[config.mk]
export PLATFORM = sky130hd
export DESIGN_NAME = pmc_power_clock
export DESIGN_NICKNAME = d
export VERILOG_FILES = /design/src/pmc_pkg.sv /design/src/pmc_power_clock.sv
export SDC_FILE = /design/constraint.sdc
export NUM_CORES = 1
export LEC_CHECK = 0
export BUFFER_PORTS_ARGS = -buffer_cell sky130_fd_sc_hd__buf_2
export CELL_PAD_IN_SITES_DETAIL_PLACEMENT = 1
export CELL_PAD_IN_SITES_GLOBAL_PLACEMENT = 1
export CORE_MARGIN = 2
export CORE_UTILIZATION = 38
export DETAILED_ROUTE_END_ITERATION = 8
export GPL_ROUTABILITY_DRIVEN = 1
export PLACE_DENSITY = 0.91
export SETUP_SLACK_MARGIN = 0.02
export SYNTH_ARGS = -nofsm -noshare
export SYNTH_HDL_FRONTEND = slang
export SYNTH_HIERARCHICAL = 1
export SYNTH_SLANG_ARGS = --single-unit
[constraint.sdc]
create_clock -name clk_sys -period 2.9 [get_ports clk_sys]
set_clock_uncertainty 0.15 [all_clocks]
set_input_delay 0 -clock clk_sys [delete_from_list [all_inputs] [get_ports clk_sys]]
set_output_delay 0 -clock clk_sys [all_outputs]
set_load 0.03 [all_outputs]
[src/pmc_pkg.sv]
// Constants for the power mode and clock controller, and its oscillator flag.
// Notes on behaviour
// - Low-speed crystal speed-up bit is read-only and always reads one.
// - Enabling the low-speed crystal clears its stable flag until stable.
// - Low-speed crystal enable bit zero starts or stops the oscillator.
// - Bits seven to three of the crystal control register read zero.
// - Select code 111 in fast mode switches system clock to subclock.
// - Subclock source per source bit; it must be stable before switching.
// - Codes 000 to 110 in slow mode return to fast clock /1 to /64.
// - Halt with both keep-alive bits zero enters sleep; all clocks stop.
// - Halt with fast zero, slow one enters idle-zero; subclock runs.
// - Halt with both keep-alive bits one enters idle-one; both clocks run.
// - Halt with fast one, slow zero enters idle-two; subclock stops.
// - Low-power entry preserves memory, registers and port states.
// - Halt into low power sets power-down flag, clears timeout flag.
// - Halt clears the watchdog counter; it runs on only if enabled.
// - Wake on enabled port falling edge, interrupt or watchdog overflow.
// - Power-down flag clears only by power-up or clear-watchdog.
// - Watchdog overflow in low power sets timeout, resets PC and SP only.
// - Per-pin port wake enables; port wake resumes after the halt.
// - Interrupt wake takes normal response or resumes with request pending.
// - Interrupt already pending at halt entry cannot cause a wake-up.
// - Select field gives fast clock /1 to /64 or the subclock.
// - Source bit picks internal oscillator at zero, crystal at one.
// - Enabling a fast oscillator clears its flag until it is stable.
// - In sleep the slow internal oscillator runs only with watchdog enabled.
package pmc_pkg;
  localparam int ADDR_W = 12;
  localparam logic [11:0] OFS_SYS_CLOCK_CONFIG = 12'h000;
  localparam logic [11:0] OFS_FAST_RC_CONTROL = 12'h004;
  localparam logic [11:0] OFS_FAST_XTAL_CONTROL = 12'h008;
  localparam logic [11:0] OFS_LOW_SPEED_CRYSTAL_CONTROL = 12'h00c;
  localparam logic [11:0] OFS_PORT_WAKE_ENABLE = 12'h010;
  localparam logic [11:0] OFS_POWER_STATUS = 12'h014;
  // Field positions in the clock configuration, oscillator control and power status registers.
  localparam int CFG_SEL_HI = 7;
  localparam int CFG_SEL_LO = 5;
  localparam int CFG_FAST_SRC = 3;
  localparam int CFG_SLOW_SRC = 2;
  localparam int CFG_FAST_KEEP = 1;
  localparam int CFG_SLOW_KEEP = 0;
  localparam int OSC_FREQ_HI = 3;
  localparam int OSC_FREQ_LO = 2;
  localparam int OSC_FLAG = 1;
  localparam int OSC_EN = 0;
  localparam int STAT_PDF = 0;
  localparam int STAT_TO = 1;
  // Reset values, the fixed speed-up bit and the select and divider codes.
  localparam logic [7:0] RST_SYS_CLOCK_CONFIG = 8'h00;
  localparam logic [1:0] RST_FAST_RC_FREQ = 2'h0;
  localparam logic RST_FAST_RC_EN = 1'b1;
  localparam logic RST_FAST_XTAL_EN = 1'b0;
  localparam logic RST_FAST_XTAL_MODE = 1'b0;
  localparam logic RST_SLOW_XTAL_EN = 1'b0;
  localparam logic SLOW_XTAL_SPEEDUP = 1'b1;
  localparam logic [2:0] SEL_SUBCLOCK = 3'h7;
  localparam logic [2:0] SEL_DIV_MAX = 3'h6;
  localparam logic [5:0] DIV_ONES = 6'h3f;
  // Cycles that an oscillator ready signal must hold before its flag sets.
  localparam int OSC_SETTLE_CYCLES = 16;
  typedef enum logic [2:0] {
    PMC_RUN = 3'b000,
    PMC_SLEEP = 3'b001,
    PMC_IDLE_ZERO_MODE = 3'b010,
    PMC_IDLE_ONE_MODE = 3'b011,
    PMC_IDLE_TWO_MODE = 3'b100,
    PMC_WAKE = 3'b101
  } pmc_mode_t;
endpackage

`timescale 1ns/1ps
// ****************************************************************
// Oscillator stable flag
// ****************************************************************
module pmc_osc_stable
  import pmc_pkg::*;
#(
  parameter int SETTLE = OSC_SETTLE_CYCLES
) (
  input wire logic clk_sys,
  input wire logic reset_n,
  input wire logic oscOn,
  input wire logic restart,
  input wire logic oscReady,
  output logic stableFlag
);
  localparam int CW = $clog2(SETTLE + 1);
  localparam logic [CW-1:0] LAST = CW'(SETTLE - 1);
  logic [CW-1:0] cnt_ff;
  logic stable_ff;
  logic oscOnDly_ff;

  always_ff @(posedge clk_sys) begin
    if (!reset_n) begin
      oscOnDly_ff <= 1'b0;
    end else begin
      oscOnDly_ff <= oscOn;
    end
  end

  // The flag drops when the oscillator starts or is retuned, then rises.
  always_ff @(posedge clk_sys) begin
    if (!reset_n) begin
      cnt_ff <= '0;
      stable_ff <= 1'b0;
    end else if (!oscOn || restart || (oscOn && !oscOnDly_ff)) begin
      cnt_ff <= '0;
      stable_ff <= 1'b0;
    end else if (!oscReady) begin
      cnt_ff <= '0;
    end else if (!stable_ff) begin
      if (cnt_ff == LAST) begin
        stable_ff <= 1'b1;
      end
      cnt_ff <= cnt_ff + 1'b1;
    end
  end

  assign stableFlag = stable_ff;
endmodule

[src/pmc_power_clock.sv]
// Power mode and clock controller with an APB register slave.
//
// The implementer's own choices: the placing of the registers and the APB register port.
`timescale 1ns/1ps
module pmc_power_clock
  import pmc_pkg::*;
#(
  parameter int PORT_W = 8,
  parameter int INT_W = 8
) (
  input wire logic clk_sys,
  input wire logic reset_n,
  input wire logic psel,
  input wire logic penable,
  input wire logic pwrite,
  input wire logic [ADDR_W-1:0] paddr,
  input wire logic [31:0] pwdata,
  output logic [31:0] prdata,
  output logic pready,
  output logic pslverr,
  input wire logic haltExec,
  input wire logic clrWdtExec,
  input wire logic wdtEnable,
  input wire logic wdtOverflow,
  input wire logic [PORT_W-1:0] portAIn,
  input wire logic [INT_W-1:0] intReq,
  input wire logic fastXtalReady,
  input wire logic fastRcReady,
  input wire logic slowXtalReady,
  input wire logic slowRcReady,
  input wire logic slowTick,
  output logic fastXtalOn,
  output logic fastRcOn,
  output logic slowXtalOn,
  output logic slowRcOn,
  output logic [1:0] fastRcFreq,
  output logic fastXtalMode,
  output logic [2:0] sysClkSel,
  output logic sysClkTick,
  output logic cpuRun,
  output logic wdtClear,
  output logic pcSpReset,
  output logic wakeByPort,
  output logic wakeByInt,
  output logic wakeByWdt,
  output logic [2:0] powerMode,
  output logic powerDownFlag,
  output logic watchdogTimeoutFlag
);
  // ****************************************************************
  // Register state
  // ****************************************************************
  logic [2:0] selReq_ff;
  logic fastSrc_ff;
  logic slowSrc_ff;
  logic fastKeep_ff;
  logic slowKeep_ff;
  logic [1:0] rcFreq_ff;
  logic rcEn_ff;
  logic xtalEn_ff;
  logic xtalMode_ff;
  logic slowXtalEn_ff;
  logic [PORT_W-1:0] portWake_ff;
  logic pdf_ff;
  logic to_ff;
  pmc_mode_t mode_ff;
  logic [2:0] selAct_ff;
  logic actSub_ff;
  logic [5:0] divCnt_ff;
  logic tick_ff;
  logic [PORT_W-1:0] portDly_ff;
  logic [INT_W-1:0] intBlock_ff;
  logic wdtClear_ff;
  logic pcSpReset_ff;
  logic wakePort_ff;
  logic wakeInt_ff;

  logic wrEn;
  logic rdEn;
  logic addrHit;
  logic fastXtalFlag;
  logic fastRcFlag;
  logic slowXtalFlag;
  logic slowRcFlag;
  logic fastFlag;
  logic subFlag;
  logic lowPower;
  logic fastStop;
  logic subStop;
  logic haltTake;
  logic portWakeEv;
  logic intWakeEv;
  logic wdtWakeEv;
  logic rcRestart;
  logic [5:0] divMask;
  logic [7:0] rdByte;

  assign wrEn = psel && penable && pwrite;
  assign rdEn = psel && !pwrite;
  assign pready = 1'b1;
  assign lowPower = (mode_ff == PMC_SLEEP) || (mode_ff == PMC_IDLE_ZERO_MODE) ||
                    (mode_ff == PMC_IDLE_ONE_MODE) || (mode_ff == PMC_IDLE_TWO_MODE);
  assign haltTake = haltExec && (mode_ff == PMC_RUN);
  assign rcRestart = wrEn && (paddr == OFS_FAST_RC_CONTROL) &&
                     (pwdata[OSC_FREQ_HI:OSC_FREQ_LO] != rcFreq_ff);

  // ****************************************************************
  // Register writes
  // ****************************************************************
  always_ff @(posedge clk_sys) begin
    if (!reset_n) begin
      selReq_ff <= RST_SYS_CLOCK_CONFIG[CFG_SEL_HI:CFG_SEL_LO];
      fastSrc_ff <= RST_SYS_CLOCK_CONFIG[CFG_FAST_SRC];
      slowSrc_ff <= RST_SYS_CLOCK_CONFIG[CFG_SLOW_SRC];
      fastKeep_ff <= RST_SYS_CLOCK_CONFIG[CFG_FAST_KEEP];
      slowKeep_ff <= RST_SYS_CLOCK_CONFIG[CFG_SLOW_KEEP];
      rcFreq_ff <= RST_FAST_RC_FREQ;
      rcEn_ff <= RST_FAST_RC_EN;
      xtalEn_ff <= RST_FAST_XTAL_EN;
      xtalMode_ff <= RST_FAST_XTAL_MODE;
      slowXtalEn_ff <= RST_SLOW_XTAL_EN;
      portWake_ff <= '0;
    end else if (wrEn) begin
      case (paddr)
        OFS_SYS_CLOCK_CONFIG: begin
          selReq_ff <= pwdata[CFG_SEL_HI:CFG_SEL_LO];
          fastSrc_ff <= pwdata[CFG_FAST_SRC];
          slowSrc_ff <= pwdata[CFG_SLOW_SRC];
          fastKeep_ff <= pwdata[CFG_FAST_KEEP];
          slowKeep_ff <= pwdata[CFG_SLOW_KEEP];
        end
        OFS_FAST_RC_CONTROL: begin
          rcFreq_ff <= pwdata[OSC_FREQ_HI:OSC_FREQ_LO];
          rcEn_ff <= pwdata[OSC_EN];
        end
        OFS_FAST_XTAL_CONTROL: begin
          xtalEn_ff <= pwdata[OSC_EN];
          if (!xtalEn_ff) begin
            xtalMode_ff <= pwdata[OSC_FREQ_LO];
          end
        end
        OFS_LOW_SPEED_CRYSTAL_CONTROL: begin
          slowXtalEn_ff <= pwdata[OSC_EN];
        end
        OFS_PORT_WAKE_ENABLE: begin
          portWake_ff <= pwdata[PORT_W-1:0];
        end
        default: begin
        end
      endcase
    end
  end

  // ****************************************************************
  // Register reads
  // ****************************************************************
  always_comb begin
    addrHit = 1'b1;
    rdByte = 8'h00;
    case (paddr)
      OFS_SYS_CLOCK_CONFIG: begin
        rdByte = {selReq_ff, 1'b0, fastSrc_ff, slowSrc_ff, fastKeep_ff,
                  slowKeep_ff};
      end
      OFS_FAST_RC_CONTROL: begin
        rdByte = {4'h0, rcFreq_ff, fastRcFlag, rcEn_ff};
      end
      OFS_FAST_XTAL_CONTROL: begin
        rdByte = {5'h00, xtalMode_ff, fastXtalFlag, xtalEn_ff};
      end
      OFS_LOW_SPEED_CRYSTAL_CONTROL: begin
        rdByte = {5'h00, SLOW_XTAL_SPEEDUP, slowXtalFlag,
                  slowXtalEn_ff};
      end
      OFS_PORT_WAKE_ENABLE: begin
        rdByte = 8'(portWake_ff);
      end
      OFS_POWER_STATUS: begin
        rdByte = {6'h00, to_ff, pdf_ff};
      end
      default: begin
        addrHit = 1'b0;
      end
    endcase
  end

  assign prdata = (rdEn && addrHit) ? {24'h000000, rdByte} : 32'h00000000;
  assign pslverr = psel && penable && !addrHit;

  // ****************************************************************
  // Oscillator control and stable flags
  // ****************************************************************
  assign fastStop = (mode_ff == PMC_SLEEP) || (mode_ff == PMC_IDLE_ZERO_MODE);
  assign subStop = (mode_ff == PMC_SLEEP) || (mode_ff == PMC_IDLE_TWO_MODE);
  assign fastXtalOn = xtalEn_ff && !fastStop;
  assign fastRcOn = rcEn_ff && !fastStop;
  assign slowXtalOn = slowXtalEn_ff && !subStop;
  assign slowRcOn = !subStop || wdtEnable;
  assign fastRcFreq = rcFreq_ff;
  assign fastXtalMode = xtalMode_ff;

  pmc_osc_stable u_fastXtal (
    .clk_sys(clk_sys), .reset_n(reset_n), .oscOn(fastXtalOn),
    .restart(1'b0), .oscReady(fastXtalReady), .stableFlag(fastXtalFlag)
  );
  pmc_osc_stable u_fastRc (
    .clk_sys(clk_sys), .reset_n(reset_n), .oscOn(fastRcOn),
    .restart(rcRestart), .oscReady(fastRcReady), .stableFlag(fastRcFlag)
  );
  pmc_osc_stable u_slowXtal (
    .clk_sys(clk_sys), .reset_n(reset_n), .oscOn(slowXtalOn),
    .restart(1'b0), .oscReady(slowXtalReady), .stableFlag(slowXtalFlag)
  );
  pmc_osc_stable u_slowRc (
    .clk_sys(clk_sys), .reset_n(reset_n), .oscOn(slowRcOn),
    .restart(1'b0), .oscReady(slowRcReady), .stableFlag(slowRcFlag)
  );

  assign fastFlag = fastSrc_ff ? fastXtalFlag : fastRcFlag;
  assign subFlag = slowSrc_ff ? slowXtalFlag : slowRcFlag;

  // ****************************************************************
  // Glitch-free system clock selection and divider
  // ****************************************************************
  // The active selection follows the request only once its target runs.
  always_ff @(posedge clk_sys) begin
    if (!reset_n) begin
      selAct_ff <= RST_SYS_CLOCK_CONFIG[CFG_SEL_HI:CFG_SEL_LO];
      actSub_ff <= 1'b0;
    end else if (selReq_ff == SEL_SUBCLOCK) begin
      if (subFlag) begin
        selAct_ff <= selReq_ff;
        actSub_ff <= 1'b1;
      end
    end else if (fastFlag) begin
      selAct_ff <= selReq_ff;
      actSub_ff <= 1'b0;
    end
  end

  assign divMask = DIV_ONES >> (SEL_DIV_MAX - selAct_ff);

  always_ff @(posedge clk_sys) begin
    if (!reset_n) begin
      divCnt_ff <= '0;
      tick_ff <= 1'b0;
    end else if (actSub_ff) begin
      tick_ff <= cpuRun && slowTick;
    end else begin
      divCnt_ff <= divCnt_ff + 1'b1;
      tick_ff <= cpuRun && fastFlag &&
                 ((divCnt_ff & divMask) == divMask);
    end
  end

  assign sysClkSel = selAct_ff;
  assign sysClkTick = tick_ff;

  // ****************************************************************
  // Operating mode sequencing
  // ****************************************************************
  always_ff @(posedge clk_sys) begin
    if (!reset_n) begin
      portDly_ff <= '0;
    end else begin
      portDly_ff <= portAIn;
    end
  end

  assign portWakeEv = |(portDly_ff & ~portAIn & portWake_ff);
  assign intWakeEv = |(intReq & ~intBlock_ff);
  assign wdtWakeEv = wdtOverflow;

  // Requests already raised at halt stay blocked from waking the device.
  always_ff @(posedge clk_sys) begin
    if (!reset_n) begin
      intBlock_ff <= '0;
    end else if (haltTake) begin
      intBlock_ff <= intReq;
    end else if (!lowPower) begin
      intBlock_ff <= '0;
    end
  end

  // Only the mode changes here; register and port state are left alone.
  always_ff @(posedge clk_sys) begin
    if (!reset_n) begin
      mode_ff <= PMC_RUN;
    end else begin
      case (mode_ff)
        PMC_RUN: begin
          if (haltExec) begin
            case ({fastKeep_ff, slowKeep_ff})
              2'b00: mode_ff <= PMC_SLEEP;
              2'b01: mode_ff <= PMC_IDLE_ZERO_MODE;
              2'b11: mode_ff <= PMC_IDLE_ONE_MODE;
              default: mode_ff <= PMC_IDLE_TWO_MODE;
            endcase
          end
        end
        PMC_SLEEP, PMC_IDLE_ZERO_MODE, PMC_IDLE_ONE_MODE, PMC_IDLE_TWO_MODE: begin
          if (portWakeEv || intWakeEv || wdtWakeEv) begin
            mode_ff <= PMC_WAKE;
          end
        end
        PMC_WAKE: begin
          if (actSub_ff ? subFlag : fastFlag) begin
            mode_ff <= PMC_RUN;
          end
        end
        default: begin
          mode_ff <= PMC_RUN;
        end
      endcase
    end
  end

  assign cpuRun = (mode_ff == PMC_RUN);
  assign powerMode = mode_ff;

  // ****************************************************************
  // Status flags and wake pulses
  // ****************************************************************
  always_ff @(posedge clk_sys) begin
    if (!reset_n) begin
      pdf_ff <= 1'b0;
    end else if (haltTake) begin
      pdf_ff <= 1'b1;
    end else if (clrWdtExec) begin
      pdf_ff <= 1'b0;
    end
  end

  always_ff @(posedge clk_sys) begin
    if (!reset_n) begin
      to_ff <= 1'b0;
    end else if (lowPower && wdtWakeEv) begin
      to_ff <= 1'b1;
    end else if (haltTake) begin
      to_ff <= 1'b0;
    end
  end

  always_ff @(posedge clk_sys) begin
    if (!reset_n) begin
      wdtClear_ff <= 1'b0;
      pcSpReset_ff <= 1'b0;
      wakePort_ff <= 1'b0;
      wakeInt_ff <= 1'b0;
    end else begin
      wdtClear_ff <= haltTake;
      pcSpReset_ff <= lowPower && wdtWakeEv;
      wakePort_ff <= lowPower && portWakeEv;
      wakeInt_ff <= lowPower && intWakeEv;
    end
  end

  assign wdtClear = wdtClear_ff;
  assign pcSpReset = pcSpReset_ff;
  assign wakeByPort = wakePort_ff;
  assign wakeByInt = wakeInt_ff;
  assign wakeByWdt = pcSpReset_ff;
  assign powerDownFlag = pdf_ff;
  assign watchdogTimeoutFlag = to_ff;
endmodule

==> results of run 1 <==
flip-flops by register name, indices dropped and copies added (netlist names), 2 cells and up:
signal and count:
u_fastRc/cnt_ff 5, fastRcFreq 2, portDly_ff 8, sysClkSel 3
portWake_ff 8, u_slowRc/cnt_ff 5, selReq_ff 3, powerMode 3
u_fastXtal/cnt_ff 5, u_slowXtal/cnt_ff 5, intBlock_ff 8, divCnt_ff 6
worst max-delay path, cell delays in order:
cell,delay [ns]
dlygate4sd3_1,0.54
buf_2,0.19
nor2_1,0.16
nand2_1,0.13
nor3_1,0.60
a22oi_1,0.23
nor2_1,0.18
buf_2,0.23
how the worst max path moves through the flow:
stage	startpoint	to	slack, ns	depth (start not counted)
floorplan	paddr[7]	prdata[4]	0.55	6
global placement	paddr[7]	prdata[4]	0.63	7
detailed placement	paddr[7]	prdata[4]	0.56	7
CTS	paddr[7]	prdata[4]	0.55	7
global route	paddr[3]	prdata[5]	0.34	8
finish	paddr[3]	prdata[5]	0.49	8
area by class of cell:
| cell class | count | share of cell area [%] |
|---|---|---|
| Clock inverter | 5 | 1.45 |
| Sequential cell | 85 | 32.8 |
| Clock buffer | 11 | 2.53 |
| Inverter | 20 | 1.45 |
| Tap cell | 140 | 3.38 |
| Timing Repair Buffer | 120 | 15.3 |
| Multi-Input combinational cell | 338 | 43.1 |
cell families (layout without fill, tap and decap cells):
logic type      Yosys count  count (layout)
compound gates           70              70
simple gates            178             178
fa+ha+maj                15              15
other cells               2              31
flops                    85              85
mux                      24              24
xor+xnor                 20              20
buf+inv                  69             156
timing repair:
| item | CTS | global route |
|---|---|---|
| setup buffers | 0 | 0 |
| hold buffers | 38 | 0 |
| endpoints found under the setup margin | 0 | 0 |
| endpoints found under the hold margin | 80 | 0 |
| resized for setup | 0 | 0 |
per-stage QoR:
| stage | std cells | setup slack [ns] |
|---|---|---|
| floorplan | 492 | 0.554 |
| global placement | 665 | 0.631 |
| detailed placement | 665 | 0.560 |
| CTS | 719 | 0.549 |
| global route | 719 | 0.343 |
| finish | 719 | 0.489 |
power by group through the flow:
stage          clock network [mW]  registers [mW]  logic (mW)
4_1_cts                     0.919            1.26       0.423
3_3_place_gp                    0            1.28       0.363
2_1_floorplan                   0            1.30       0.264
5_1_grt                     0.983            1.27       0.458
6_report                    0.913            1.26       0.427
3_5_place_dp                    0            1.28       0.380
Yosys cell counts, types with 5 or more instances:
cell,count
a21oi_1,17
inv_1,20
nor3_1,7
nand2_1,29
xor2_1,8
or3_1,5
xnor2_1,12
ha_1,15
mux2i_1,22
and3_1,6
nand2b_1,7
buf_6,9
o21ai_0,20
nor2_1,43
nand3_1,17
buf_4,26
clkbuf_1,11
a22o_1,8
dfxtp_1,85
nand4b_1,5
and2_1,16
nor2b_1,20
per-layer routing:
metal | track usage, % | vias up | wire (um)
met5 | 0 | - | 0
met4 | 7.05 | 0 | 258
met3 | 5.63 | 27 | 540
met2 | 39.2 | 108 | 6350
met1 | 23.7 | 1793 | 5040
li1 | - | 1750 | -
==> qor.csv, run 1 <==
metric;value;unit
start_util;39.1;%
reg2reg_slack;0.75;ns
crit_fanout;9;
fp.dieW;110;um
worst_ir_drop_vdd;0.215;mV
avgViaCountPerCell;5.12;
nFillCells;1278;
pwr-share-seq;48.4;%
regArea;1700;sq um
fin_crit_sh;83.2;%
clock-root-buffer;clkbuf_8;
yosys.area.top_type;dfxtp_1;
grt_pass1_vias;4007;
numCtsBuffers;9;
synth_top_family_by_area;simple AND/OR/NAND/NOR gates;
start_kind;primary input;
floorplan.rows;38;
dp.final_hpwl;8350;um
min_period;2.41;ns
synthTopCellsByArea;dfxtp_1 (40%), mux2i_1 (5.2%), buf_4 (4.6%);
p_int;1.85;mW
num-nets-final;663;
ys_ff_latch;85;
grt_usage;21.4;%
core_area;10900;sq um
worstPathRequired;2.75;ns
syn_area;4260;sq um
htreeDepth;3;
setup_viol;0;
r2r-end;sysClkTick;
grt_max_degree;39;
yosysWarnings;6;
cap_violations;0;
max-slew-margin-rel;49.5;%
drive_gt1_share;19.0;%
grt_antenna_before_repair;0;
post-route-drc-count;0;
multiInputGateArea;2240;sq um
hold_start;paddr[4];
rsz0062_at_grt;false;
whs_path_depth;3;
p_comb_share;16.4;%
totalPowerFinal;2.60;mW
grt_pass1_wl;19900;um
wl;12200;um
fmaxAchievable;0.415;GHz
final_cell_mix;dfxtp_1 (85), buf_2 (80), nor2_1 (43);
placed_area;4600;sq um
regToRegStartpoint;u_fastXtal/stableFlag;
yosysSeqAreaShare;40.0;%
syn_avg_cell_area;9.19;sq um
synth_top_area_share;40.0;%
synth_simple_gate_area_share;24.3;%
syn_inst;463;
cts_tree;yes;
final_common_cell;dfxtp_1;
syn_to_final_growth;22.0;%
outcome;finished clean;
synth_compound_area_share;10.7;%
vias;3678;
synth_mux_area_share;6.23;%
worstHoldEndpoint;fastRcFreq[1];
clkSlewWorstSetupHoldPaths;0.08;ns
hold_slack;0.0181;ns
dr.pass1.iters;4;
power.switching;0.746;mW
postLayoutCoreUtil;47.7;%
gp_congestion;0.841;
die_height;110;um
fin_setup_tns;0;ns
synth-xor-area-share;4.12;%
worstSkewPairLatency;0.36;ns
port_buffers;80;
die_area;12100;sq um
top_level_ports;130;
worst_pin_slew;0.752;ns
antenna_violating_nets_post_route;0;
hold_violations;0;
synthAdderAreaFrac;4.41;%
endpoint_kind;output port;
final_cell_area;5190;sq um
synth_edf_count;0;
clock_path_buffers;2;
yosys_most_used_dff;dfxtp_1;
cp_data_arrival_time;2.26;ns
yosysUniqueCellTypes;51;
rr_worst_depth;5;
drt-initial-drc-count;133;
switching_share;28.7;%
leakagePower;2.34;nW
min_path_type;in -> reg;
drv_slew;0;
antennaDiodeCount;0;
crit_type;in -> out;
routedWlPerCell;17.0;um
clkPwrFrac;35.1;%
cts.sinks;85;
gr-total-overflow;0;
powerDensity;501;nW/um^2
async_flop_share;0;%
No activity file was read; power rests on OpenSTA's default activity.
==> run 2: changes to the inputs <==
CORE_UTILIZATION = 34   (was 38)
PLACE_DENSITY = 0.86   (was 0.91)
clock period = 2 ns   (was 2.9 ns; I/O delays follow)
==> qor.csv, run 2 (synthesis results as in run 1) <==
metric;value;unit;change
postLayoutCoreUtil;44.8;%;was 47.7%
cp_data_arrival_time;1.79;ns;was 2.26 ns
clkSlewWorstSetupHoldPaths;0.06;ns;was 0.08 ns
crit_type;reg -> out;;was in -> out
crit_slowest_cell;mux4_2;;was nor3_1
numCtsBuffers;9;;unchanged
antennaDiodeCount;0;;unchanged
fmaxAchievable;0.516;GHz;
crit_fanout;8;;was 9
largestRegisters;intBlock_ff x8, portDly_ff x8, portWake_ff x8;;unchanged
grt_max_degree;42;;was 39
clock_path_buffers;2;;unchanged
critical_path_buf_inv_count;2;;was 3
grt_pass1_vias;3881;;was 4,007
final_common_cell;dfxtp_1;;unchanged
clock-root-buffer;clkbuf_16;;was clkbuf_8
final_cell_mix;dfxtp_1 (85), buf_2 (79), nor2_1 (40);;was dfxtp_1 (85), buf_2 (80), nor2_1 (43)
powerDensity;751;nW/um^2;was 501 nW/um^2
grt_antenna_before_repair;0;;unchanged
setup_viol;0;;unchanged
start_kind;flip-flop;;was primary input
vias;3626;;was 3,678
cpLargestDelayFamily;multiplexers;;was simple AND/OR/NAND/NOR gates
start_util;35.1;%;was 39.1%
core_area;12100;sq um;was 10,900 sq um
leakagePower;2.41;nW;was 2.34 nW
endpoint_kind;output port;;unchanged
syn_to_final_growth;27.4;%;was 22.0%
dpl_worst_slack;-0.120;ns;was 0.560 ns
worst_ir_drop_vdd;0.338;mV;was 0.215 mV
grt_pass1_wl;18900;um;was 19,900 um
dp.final_hpwl;8270;um;was 8350 um
gr-total-overflow;0;;unchanged
crit_chain;buf_4 -> mux4_2 -> a21oi_2 -> nor2_1 -> buf_2;;was dlygate4sd3_1 -> buf_2 -> nor2_1 -> nand2_1 -> nor3_1 -> a22oi_1 -> nor2_1 -> buf_2
min_period;1.94;ns;
num-nets-final;672;;was 663
drt-initial-drc-count;134;;was 133
wl;11600;um;was 12,200 um
htreeDepth;3;;unchanged
rsz0062_at_grt;true;;was false
fp.dieW;116;um;was 110 um
gp_congestion;0.782;;was 0.841
post-route-drc-count;0;;unchanged
port_buffers;80;;unchanged
antenna_violating_nets_post_route;0;;unchanged
die_area;13400;sq um;was 12,100 sq um
worstPathRequired;1.85;ns;was 2.75 ns
slowest_delay;0.50;ns;was 0.60 ns
avgViaCountPerCell;4.80;;was 5.12
fin_ws;0.0614;ns;was 0.489 ns
hold_violations;0;;unchanged
drv_slew;0;;unchanged
die_height;116;um;was 110 um
cts.sinks;85;;unchanged
outcome;finished clean;;unchanged
cts_tree;yes;;unchanged
cap_violations;0;;unchanged
dr.pass1.iters;4;;unchanged
grt_usage;18.0;%;was 21.4%
routedWlPerCell;15.4;um;was 17.0 um
drive_gt1_share;22.6;%;was 19.0%
fin_crit_sh;96.9;%;
floorplan.rows;40;;was 38
worstSkewPairLatency;0.35;ns;was 0.36 ns
top_level_ports;130;;unchanged
min_path_type;in -> reg;;unchanged
## run 2: cell count changes in the layout (fill, tap and decap cells not counted), sizes merged
cell,previous run,this run
clkinvlp,0,1
bufinv,2,0
inv,20,24
buf,82,92
dlygate4sd3,38,36
clkinv,3,1
## run 2: worst paths after layout
path                              from             endpoint  slack [ns]  cells past startpoint
hold / removal                paddr[3]        fastRcFreq[1]        0.02                      3
hold reg to reg   u_slowRc/oscOnDly_ff  u_slowRc/stableFlag        0.31                      1
setup reg to reg          powerMode[0]  watchdogTimeoutFlag        0.13                      4
setup / recovery   u_fastRc/stableFlag            prdata[1]        0.06                      5
## run 2: what timing repair did
item / 4_1_cts / 5_1_grt
hold endpoints to repair: 80 / 0
setup buffers: 0 / 0
gates resized for setup: 0 / 5
setup endpoints to repair: 0 / 6
hold buffers: 36 / 0
## run 2: power breakdown
group	switching [mW]	total (mW)	internal, mW
clock network	0.752	1.62	0.867
registers	0.0596	1.82	1.76
logic	0.388	0.630	0.242
## run 2: per-stage QoR
step	TNS, ns	instances	power [mW]	hold WS [ns]	area (sq um)
finish	0	756	4.07	0.0247	5420
global route	0	756	4.24	0.0493	5420
CTS	0	756	4.09	0.00944	5400
detailed placement	-0.388	704	2.43	0.0698	4760
global placement	-0.113	704	2.41	0.0639	4760
floorplan	-0.745	492	2.29	-0.0332	4400
## run 2: cell type report
type / instances / area [sq um]
multi-input cells: 338 / 2280
flip-flops and latches: 85 / 1700
fillers: 1444 / 6690
well taps: 168 / 210
clock buffers: 10 / 229
clock inverters: 6 / 53.8
repair buffers: 129 / 873
inverters: 20 / 75.1
## run 2: metal layers
layer  GRT usage (%)  vias up  wire (um)
li1                -     1767          -
met1            21.0     1764       5030
met2            31.9       77       5940
met3            5.18       18        458
met4            5.56        0        212
met5               0        -          0
## run 2: worst min-delay path: stages
cell	delay (ns)
buf_2	0.20
or4_4	0.20
o21ai_0	0.07
==> run 3: changes to the inputs <==
PLACE_DENSITY = 0.78   (was 0.86)
==> qor.csv, run 3 (synthesis results as in run 1) <==
metric;value;unit;change
p_int;3.18;mW;was 2.87 mW
pwr-share-seq;42.4;%;was 44.7%
met1_usage;19.9;%;was 21.0%
num-nets-final;674;;was 672
cp_data_arrival_time;1.79;ns;about the same
worstSkewPairLatency;0.34;ns;was 0.35 ns
die_height;116;um;unchanged
powerDensity;783;nW/um^2;was 751 nW/um^2
switching_share;26.2;%;was 29.5%
crit_fanout;8;;unchanged
htreeDepth;3;;unchanged
hold_violations;0;;unchanged
crit_type;in -> out;;was reg -> out
grt_max_degree;33;;was 42
clock-root-buffer;clkbuf_16;;unchanged
outcome;finished clean;;unchanged
die_area;13400;sq um;unchanged
start_kind;primary input;;was flip-flop
floorplan.rows;40;;unchanged
start_util;35.1;%;unchanged
worst_pin_slew;0.514;ns;
numCtsBuffers;9;;unchanged
vias;3644;;was 3,626
final_common_cell;dfxtp_1;;unchanged
grt_use_met2;32.4;%;was 31.9%
crit_slowest_cell;or4_1;;was mux4_2
postLayoutCoreUtil;45.5;%;was 44.8%
worstPathRequired;1.85;ns;about the same
routedWlPerCell;15.4;um;about the same
slowest_delay;0.53;ns;was 0.50 ns
dp.final_hpwl;8430;um;was 8270 um
grt_pass1_vias;3863;;was 3,881
min_path_type;in -> reg;;unchanged
core_area;12100;sq um;unchanged
power.switching;1.13;mW;was 1.20 mW
grt_pass1_wl;18700;um;was 18,900 um
critical_path_buf_inv_count;3;;was 2
cpLargestDelayFamily;simple AND/OR/NAND/NOR gates;;was multiplexers
largestRegisters;intBlock_ff x8, portDly_ff x8, portWake_ff x8;;unchanged
gp_congestion;0.757;;was 0.782
drive_gt1_share;23.1;%;was 22.6%
port_buffers;80;;unchanged
fp.dieW;116;um;unchanged
antenna_violating_nets_post_route;0;;unchanged
syn_to_final_growth;29.4;%;was 27.4%
crit_chain;buf_2 -> or4_1 -> or2_4 -> nor2_2 -> nand4b_1 -> buf_4 -> nor3b_2 -> clkbuf_4;;was buf_4 -> mux4_2 -> a21oi_2 -> nor2_1 -> buf_2
min_period;1.94;ns;about the same
avgViaCountPerCell;4.81;;was 4.80
drv_slew;0;;unchanged
use_met3;4.50;%;was 5.18%
antennaDiodeCount;0;;unchanged
gr-total-overflow;0;;unchanged
clock_path_buffers;2;;unchanged
cap_violations;0;;unchanged
worst_ir_drop_vdd;0.451;mV;was 0.338 mV
cts.sinks;85;;unchanged
grt_usage;17.8;%;was 18.0%
clkPwrFrac;42.6;%;was 39.8%
post-route-drc-count;0;;unchanged
setup_viol;0;;unchanged
hold_slack;0.0147;ns;was 0.0247 ns
grt_busiest_layer;met2;;unchanged
grt_antenna_before_repair;0;;unchanged
fin_crit_sh;97.0;%;was 96.9%
p_comb_share;15.0;%;was 15.5%
top_level_ports;130;;unchanged
endpoint_kind;output port;;unchanged
drt-initial-drc-count;135;;was 134
fmaxAchievable;0.515;GHz;was 0.516 GHz
cts_tree;yes;;unchanged
wl;11700;um;was 11,600 um
leakagePower;2.44;nW;was 2.41 nW
dr.pass1.iters;5;;was 4
final_cell_mix;dfxtp_1 (85), buf_2 (78), nor2_1 (39);;was dfxtp_1 (85), buf_2 (79), nor2_1 (40)
max-slew-margin-rel;65.5;%;
clkSlewWorstSetupHoldPaths;0.06;ns;about the same
run 3: final timing paths:
| check | start | to | slack [ns] | cells after the start |
|---|---|---|---|---|
| max | paddr[7] | prdata[4] | 0.06 | 8 |
| min | paddr[3] | fastRcFreq[1] | 0.01 | 3 |
| max reg2reg | powerMode[2] | watchdogTimeoutFlag | 0.16 | 4 |
| min reg2reg | u_slowRc/oscOnDly_ff | u_slowRc/stableFlag | 0.32 | 1 |
run 3: power by group through the flow:
stage	Clock, mW	Sequential [mW]	Combinational [mW]
6_report	1.84	1.83	0.648
5_1_grt	1.96	1.83	0.704
4_1_cts	1.88	1.83	0.643
3_5_place_dp	0	1.86	0.580
3_3_place_gp	0	1.86	0.563
2_1_floorplan	0	1.89	0.399
run 3: final cells by class:
| type | instances | area (sq um) |
|---|---|---|
| fill | 1433 | 6610 |
| inverter | 20 | 75.1 |
| sequential | 85 | 1700 |
| clock inverter | 3 | 67.6 |
| timing repair buffer | 131 | 903 |
| clock buffer | 13 | 260 |
| multi-input combinational | 338 | 2290 |
| tap | 168 | 210 |
run 3: through the flow:
| stage | cell area [sq um] | instances | setup TNS (ns) | power [mW] | setup WS [ns] |
|---|---|---|---|---|---|
| after detailed placement | 4790 | 706 | -0.636 | 2.44 | -0.105 |
| after CTS | 5480 | 758 | 0 | 4.35 | 0.0492 |
| after global routing | 5510 | 758 | -0.0553 | 4.50 | -0.0553 |
| final | 5510 | 758 | 0 | 4.31 | 0.0599 |
| after floorplan | 4400 | 492 | -0.745 | 2.29 | -0.138 |
| after global placement | 4790 | 706 | -0.0993 | 2.42 | -0.0638 |
run 3: timing repair:
action / CTS / global route
pin swaps: 0 / 1
hold endpoints to repair: 80 / 0
hold buffers: 36 / 0
resized for setup: 1 / 8
gates cloned: 0 / 0
endpoints found under the setup margin: 1 / 7
buffers inserted: 0 / 0
run 3: per-layer routing:
layer	vias to the layer above	part of all wire [%]
met1	1759	42
met2	82	52
met4	0	2.6
li1	1772	-
met3	31	3.9
met5	-	0
run 3: worst reg2reg max path, delay by kind of cell (launching register included):
kind,cells,cell delay [ns]
flip-flops,1,0.38
buffers and inverters,1,0.58
AND/OR/NAND/NOR,2,0.47
AO/OA/AOI/OAI,1,0.16
